**src/include/ppg_pkg.sv**
```systemverilog
package ppg_pkg;

  // Configuration address of the power management control and status word
  localparam logic [11:0] POWER_MGMT_CONTROL_STATUS_OFS = 12'h070;

  // Field layout of the low byte
  localparam int PS_LSB  = 0;
  localparam int PS_MSB  = 1;
  localparam int NSR_BIT = 3;

  // Power state encodings and reset value of the low byte
  localparam logic [1:0] PS_CODE_D0    = 2'h0;
  localparam logic [1:0] PS_CODE_D1    = 2'h1;
  localparam logic [1:0] PS_CODE_D2    = 2'h2;
  localparam logic [1:0] PS_CODE_D3HOT = 2'h3;
  localparam logic       NSR_VALUE     = 1'b0;
  localparam logic [7:0] LOW_BYTE_RST  = 8'h00;

  // Transaction classes seen by the filter
  typedef enum logic [1:0] {
    TK_MEM,
    TK_IO,
    TK_MSG,
    TK_CPL
  } ppg_kind_e;

  // Power states the function really supports
  typedef enum logic {
    PS_D0,
    PS_D3HOT
  } ppg_pstate_e;

endpackage

```
**src/include/ppg_pm_if.sv**
```systemverilog
`timescale 1ns/1ps
interface ppg_pm_if;
  logic                  wr_en;
  logic [7:0]            wdata;
  ppg_pkg::ppg_pstate_e  state;
  logic [7:0]            rbyte;

  modport ctl (output wr_en, output wdata, input state, input rbyte);
  modport regs (input wr_en, input wdata, output state, output rbyte);
endinterface

```
**src/hdl/ppg_gate.sv**
```systemverilog
// Functional notes
// - Power state field encodes D0 as 00 and D3hot as 11.
// - Writes of 01 or 10 leave the power state field unchanged.
// - No-soft-reset bit reads zero; state survives D3hot to D0.
// - In D3hot only own Type 0 configuration requests are acknowledged; others get an Unsupported Request answer.
// - In D3hot no configuration request is forwarded downstream.
// - In D3hot memory and I/O requests are not claimed.
// - In D3hot no memory, I/O or configuration request is initiated.
// - In D3hot memory requests in interrupt controller range still pass.
// - Blocked inbound requests in D3hot get an Unsupported Request answer.
// - Messages and completions always pass in both directions.
`timescale 1ns/1ps
module ppg_gate (
  // Clock and reset
  input  wire logic                  core_clk_i,
  input  wire logic                  sys_rst_i,
  // Configuration requests arriving at the port
  input  wire logic                  cfg_req_i,
  input  wire logic                  cfg_wr_i,
  input  wire logic                  cfg_type1_i,
  input  wire logic                  cfg_own_i,
  input  wire logic [11:0]           cfg_addr_i,
  input  wire logic [3:0]            cfg_be_i,
  input  wire logic [31:0]           cfg_wdata_i,
  // Configuration answers
  output logic                       cfg_ack_o,
  output logic                       cfg_ur_o,
  output logic                       cfg_fwd_o,
  output logic [31:0]                cfg_rdata_o,
  // Decode enables from the command register
  input  wire logic                  memory_decode_enable_i,
  input  wire logic                  io_decode_enable_i,
  // Interrupt controller window
  input  wire logic [31:0]           interrupt_controller_range_base_i,
  input  wire logic [31:0]           interrupt_controller_range_limit_i,
  // Inbound transactions
  input  wire logic                  in_valid_i,
  input  wire ppg_pkg::ppg_kind_e    in_kind_i,
  input  wire logic [31:0]           in_addr_i,
  input  wire logic                  in_hit_i,
  // Inbound verdicts
  output logic                       in_claim_o,
  output logic                       in_fwd_o,
  output logic                       in_ur_o,
  // Requests the port wants to initiate
  input  wire logic                  init_req_i,
  input  wire ppg_pkg::ppg_kind_e    init_kind_i,
  input  wire logic                  init_is_cfg_i,
  output logic                       init_allow_o,
  // Power state
  output logic                       d3hot_o
);

  ppg_pm_if pm ();

  logic        d3;
  logic        own0;
  logic        reg_hit;
  logic        irq_hit;
  logic        is_req;

  logic        next_cfg_ack;
  logic        next_cfg_ur;
  logic        next_cfg_fwd;
  logic [31:0] next_cfg_rdata;
  logic        next_in_claim;
  logic        next_in_fwd;
  logic        next_in_ur;
  logic        next_d3hot;

  ppg_pm_reg u_pm_reg (
    .core_clk_i (core_clk_i),
    .sys_rst_i  (sys_rst_i),
    .pm         (pm.regs)
  );

  assign d3      = (pm.state == ppg_pkg::PS_D3HOT);
  assign own0    = !cfg_type1_i && cfg_own_i;
  assign reg_hit = (cfg_addr_i[11:2] == ppg_pkg::POWER_MGMT_CONTROL_STATUS_OFS[11:2]);
  assign irq_hit = (in_addr_i >= interrupt_controller_range_base_i) &&
                   (in_addr_i <= interrupt_controller_range_limit_i);
  assign is_req  = (in_kind_i == ppg_pkg::TK_MEM) || (in_kind_i == ppg_pkg::TK_IO);

  // Power state write from own configuration access, low byte lane only
  assign pm.wr_en = cfg_req_i && own0 && cfg_wr_i && reg_hit && cfg_be_i[0];
  assign pm.wdata = cfg_wdata_i[7:0];

  // Configuration path
  always_comb begin
    next_cfg_ack   = 1'b0;
    next_cfg_ur    = 1'b0;
    next_cfg_fwd   = 1'b0;
    next_cfg_rdata = 32'h0000_0000;
    if (cfg_req_i) begin
      if (own0) begin
        next_cfg_ack = 1'b1;
        if (!cfg_wr_i && reg_hit) begin
          next_cfg_rdata = {24'h00_0000, pm.rbyte};
        end
      end else if (d3) begin
        next_cfg_ur = 1'b1;
      end else begin
        next_cfg_fwd = 1'b1;
      end
    end
  end

  // Inbound filter
  always_comb begin
    next_in_claim = 1'b0;
    next_in_fwd   = 1'b0;
    next_in_ur    = 1'b0;
    if (in_valid_i) begin
      case (in_kind_i)
        ppg_pkg::TK_MEM: begin
          if (!d3) begin
            next_in_claim = memory_decode_enable_i && in_hit_i;
            next_in_fwd   = !(memory_decode_enable_i && in_hit_i);
          end else if (irq_hit) begin
            next_in_fwd = 1'b1;
          end else begin
            next_in_ur = 1'b1;
          end
        end
        ppg_pkg::TK_IO: begin
          if (!d3) begin
            next_in_claim = io_decode_enable_i && in_hit_i;
            next_in_fwd   = !(io_decode_enable_i && in_hit_i);
          end else begin
            next_in_ur = 1'b1;
          end
        end
        ppg_pkg::TK_MSG: next_in_fwd = 1'b1;
        ppg_pkg::TK_CPL: next_in_fwd = 1'b1;
        default:         next_in_fwd = 1'b0;
      endcase
    end
  end

  assign next_d3hot = d3;

  always_ff @(posedge core_clk_i or posedge sys_rst_i) begin
    if (sys_rst_i) begin
      cfg_ack_o   <= 1'b0;
      cfg_ur_o    <= 1'b0;
      cfg_fwd_o   <= 1'b0;
      cfg_rdata_o <= 32'h0000_0000;
      in_claim_o  <= 1'b0;
      in_fwd_o    <= 1'b0;
      in_ur_o     <= 1'b0;
      d3hot_o     <= 1'b0;
    end else begin
      cfg_ack_o   <= next_cfg_ack;
      cfg_ur_o    <= next_cfg_ur;
      cfg_fwd_o   <= next_cfg_fwd;
      cfg_rdata_o <= next_cfg_rdata;
      in_claim_o  <= next_in_claim;
      in_fwd_o    <= next_in_fwd;
      in_ur_o     <= next_in_ur;
      d3hot_o     <= next_d3hot;
    end
  end

  // Outbound gate; messages and completions never held back
  always_comb begin
    init_allow_o = 1'b0;
    if (init_req_i) begin
      if (init_is_cfg_i) begin
        init_allow_o = !d3;
      end else begin
        case (init_kind_i)
          ppg_pkg::TK_MEM: init_allow_o = !d3;
          ppg_pkg::TK_IO:  init_allow_o = !d3;
          ppg_pkg::TK_MSG: init_allow_o = 1'b1;
          ppg_pkg::TK_CPL: init_allow_o = 1'b1;
          default:         init_allow_o = 1'b0;
        endcase
      end
    end
  end
endmodule

```
**src/hdl/ppg_pm_reg.sv**
```systemverilog
`timescale 1ns/1ps
module ppg_pm_reg (
  // Clock and reset
  input  wire logic  core_clk_i,
  input  wire logic  sys_rst_i,
  // Register side of the power state link
  ppg_pm_if.regs     pm
);

  ppg_pkg::ppg_pstate_e next_state;
  ppg_pkg::ppg_pstate_e state_q;
  logic [1:0]           code;

  // Only D0 and D3hot codes are taken
  always_comb begin
    next_state = state_q;
    if (pm.wr_en) begin
      case (pm.wdata[ppg_pkg::PS_MSB:ppg_pkg::PS_LSB])
        ppg_pkg::PS_CODE_D0:    next_state = ppg_pkg::PS_D0;
        ppg_pkg::PS_CODE_D3HOT: next_state = ppg_pkg::PS_D3HOT;
        default:                next_state = state_q;
      endcase
    end
  end

  // Only the system reset clears it, never a D3hot exit
  always_ff @(posedge core_clk_i or posedge sys_rst_i) begin
    if (sys_rst_i) begin
      state_q <= ppg_pkg::PS_D0;
    end else begin
      state_q <= next_state;
    end
  end

  assign code     = (state_q == ppg_pkg::PS_D3HOT) ? ppg_pkg::PS_CODE_D3HOT
                                                   : ppg_pkg::PS_CODE_D0;
  assign pm.state = state_q;
  // Reserved bits and no-soft-reset bit read zero
  assign pm.rbyte = {4'h0, ppg_pkg::NSR_VALUE, 1'b0, code};
endmodule

```
**config.mk**
```make
export PLATFORM = sky130hd
export DESIGN_NAME = ppg_gate
export DESIGN_NICKNAME = d
export VERILOG_FILES = /design/src/include/ppg_pkg.sv /design/src/include/ppg_pm_if.sv /design/src/hdl/ppg_gate.sv /design/src/hdl/ppg_pm_reg.sv
export SDC_FILE = /design/constraint.sdc
export NUM_CORES = 1
export LEC_CHECK = 0
export BUFFER_PORTS_ARGS = -buffer_cell sky130_fd_sc_hd__clkbuf_2
export CAP_MARGIN = 20
export CORE_UTILIZATION = 39
export CTS_BUF_LIST = sky130_fd_sc_hd__clkbuf_16
export CTS_CLUSTER_DIAMETER = 40
export DETAILED_ROUTE_END_ITERATION = 8
export PLACE_DENSITY_LB_ADDON = 0.3
export SYNTH_ARGS = -nofsm -noshare
export SYNTH_HDL_FRONTEND = slang
export SYNTH_SLANG_ARGS = --single-unit
```
**constraint.sdc**
```tcl
create_clock -name core_clk_i -period 1.6 [get_ports core_clk_i]
set_input_delay 0.08 -clock core_clk_i [delete_from_list [all_inputs] [get_ports core_clk_i]]
set_output_delay 0.08 -clock core_clk_i [all_outputs]
set_load 0.1 [all_outputs]
```
==> reports/summary.txt <==
run status: finished, final reports clean
diodes inserted: 0
sw power: 0.758 mW
most common library cell in the layout ignoring fill and taps: clkbuf_2
M1 WL: 2360 µm
Pins Over Slew Limit: 0
Worst Setup Path Type: in -> reg
top_reg_cell synth: dfrtp_1
FP Rows: 27
hold path startpoint: cfg_wr_i
Starting Density: 41.1%
Die H: 78.6 µm
core area: 0.00557 mm²
Cells after Synth: 298
Max Fclk: 632 MHz
port bufs: 133
CP startpoint: interrupt_controller_range_base_i[25]
GRT Overall Usage: 17.6%
Synth async-reset ratio: 100%
Internal: 0.911 mW
first-pass GRT wire length: 8830 µm
gr ovfl total: 0
skew final: 0.135 ps
area of the multi-input gates: 0.00184 mm²
final hold slack: 26.2 ps
vias in the first global route: 2193
power share of the sequential group: 14.1%
Non-Filler Instances: 522
Max-Slew Margin vs Limit: 63.3%
gpl congestion: 0.816
Yosys warnings: 0
Cell variety after synth: 49
switching part of the total: 45.4%
Tmin final: 1580 ps
area grow syn2layout: 44.2%
Vias/cell: 4.58
LEAKAGE: 2.04 nW
DR WL met2: 2860 µm
post-route ant nets: 0
Post-synth EDFFs: 0
share of post-route cells with drive strength above 1: 39.3%
CTS Sinks: 9
H-Tree Level Count: 1
cell area power density: 505 mW/mm²
total power: 1.67 mW
Routed WL per cell: 10.8 µm
clk root buf: clkbuf_16
Max IR drop VDD: 0.000384 V
RSZ-0062 raised after global routing: yes
CP Capture Type: flip-flop
Final setup viols: 0
Final Cycle Share: 98.9%
CTS tree: done
WP data required: 1770 ps
nets: 676
vias after detailed routing: 2392
wire length on met3: 351 µm
hpwl dp: 4980 µm
final WL: 5620 µm
crit path DAT: 1750 ps
initial antenna violation count: 0
Mapped Avg Cell Area: 7.69 µm²
fill count: 528
most frequent cells in the layout: clkbuf_2 (131), inv_1 (66), ha_1 (57)
Post-Syn Area: 0.00229 mm²
DR DRC count: 0
Clock Pin Slew Worst Setup and Hold Paths: 40 ps
Seq. cell area: 225 µm²
die area: 0.00619 mm²
die width: 78.6 µm
register area share after synthesis: 9.83%
Reg-to-Reg Start: u_pm_reg.pm.state
Inst Count DP: 516
flop and latch count out of synthesis: 9
largest net degree at the start of global routing: 12
HP Class: in -> reg
clk buf depth: 2
Ports: 200
clock power share: 25.8%
critical path fanouts, max: 3
DR top layer: met4
final hold vios: 0
1st-pass router iterations: 4
Worst-Skew Late Latency: 230 ps
CTS Buf Count: 3
max cap viols: 0
element type at the critical path start: input port
worst-margin pin slew: 553 ps
drt first-iter violations: 60
Comb power frac: 60.1%
final cells by class:
type,count,area share [%]
repair buffers,151,24.7
clock buffers,3,2.27
multi-input cells,219,55.8
clock inverters,1,0.114
flip-flops and latches,9,6.82
well taps,72,2.73
inverters,67,7.61
registers in the layout, indices dropped and copies added, names as in the netlist:
signal	count
in_claim_o	1
u_pm_reg.pm.state	1
cfg_ur_o	1
in_ur_o	1
cfg_ack_o	1
in_fwd_o	1
d3hot_o	1
cfg_rdata_o	1
cfg_fwd_o	1
through the flow:
| step | TNS, ps | utilization, % | cell area [µm²] | worst slack, ps |
|---|---|---|---|---|
| floorplan | 0 | - | 2410 | 1.38 |
| CTS | 0 | 56.3 | 3140 | 20.3 |
| finish | 0 | 59.3 | 3300 | 17.0 |
| global route | -100 | 59.3 | 3300 | -83.4 |
| detailed placement | -398 | 54.7 | 3050 | -211 |
| global placement | -360 | 54.7 | 3050 | -181 |
worst max-delay path, cell delays in order:
cell	delay (ps)
clkbuf_2	70
inv_1	30
ha_1	280
nand4_1	210
nor4_4	390
and3_1	200
a22o_1	150
o311ai_2	100
o21ba_1	230
Yosys cell counts (2+ instances only):
| master | instances | area share [%] |
|---|---|---|
| inv_1 | 67 | 11 |
| ha_1 | 65 | 35 |
| buf_4 | 31 | 10 |
| a21oi_1 | 24 | 5.2 |
| nand2_1 | 14 | 2.3 |
| nand4_1 | 13 | 3.6 |
| nor2_1 | 10 | 1.6 |
| dfrtp_1 | 9 | 9.8 |
| nand3_1 | 8 | 1.7 |
| o21ai_0 | 5 | 1.1 |
| a21o_1 | 4 | 1.3 |
| nor3_1 | 3 | 0.66 |
| a211oi_1 | 2 | 0.66 |
| a21oi_2 | 2 | 0.76 |
| a22oi_1 | 2 | 0.66 |
| and3_1 | 2 | 0.55 |
| nand2b_1 | 2 | 0.55 |
| nor2b_1 | 2 | 0.55 |
| nor4bb_1 | 2 | 0.87 |
| o211ai_1 | 2 | 0.66 |
power groups by stage:
| stage | sequential, mW | clock, mW | combinational (mW) |
|---|---|---|---|
| finish | 0.235 | 0.431 | 1.00 |
| global route | 0.236 | 0.461 | 1.10 |
| CTS | 0.235 | 0.434 | 0.957 |
| detailed placement | 0.238 | 0 | 0.949 |
| global placement | 0.238 | 0 | 0.934 |
| floorplan | 0.276 | 0 | 0.686 |
routing by layer:
metal / up-vias / track usage [%]
li1: 1280 / -
met1: 1016 / 19.8
met2: 90 / 34.1
met3: 6 / 3.02
met4: 0 / 3.33
met5: - / 0
final timing paths:
| check | endpoint | slack [ps] | depth (start not counted) |
|---|---|---|---|
| max reg2reg | in_fwd_o | 260 | 5 |
| min reg2reg | d3hot_o | 590 | 0 |
| max in group asynchronous | in_ur_o | 1010 | 3 |
| max | in_fwd_o | 20 | 9 |
| min in group asynchronous | cfg_ack_o | 350 | 3 |
| min | cfg_rdata_o[0] | 30 | 2 |
timing repair:
item	4_1_cts	5_1_grt
gates resized for setup	0	22
setup endpoints to repair	0	2
buffers inserted	0	1
hold buffers	1	0
endpoints found under the hold margin	9	0
kinds of logic after synthesis:
family | count (synthesis) | synth area share [%]
buf+inv | 99 | 21.3
simple gates | 68 | 17.0
fa+ha+maj | 65 | 35.5
compound gates | 54 | 15.3
flops | 9 | 9.83
mux | 2 | 0.928
other cells | 1 | 0.164
No activity file was read; power rests on OpenSTA's default activity.
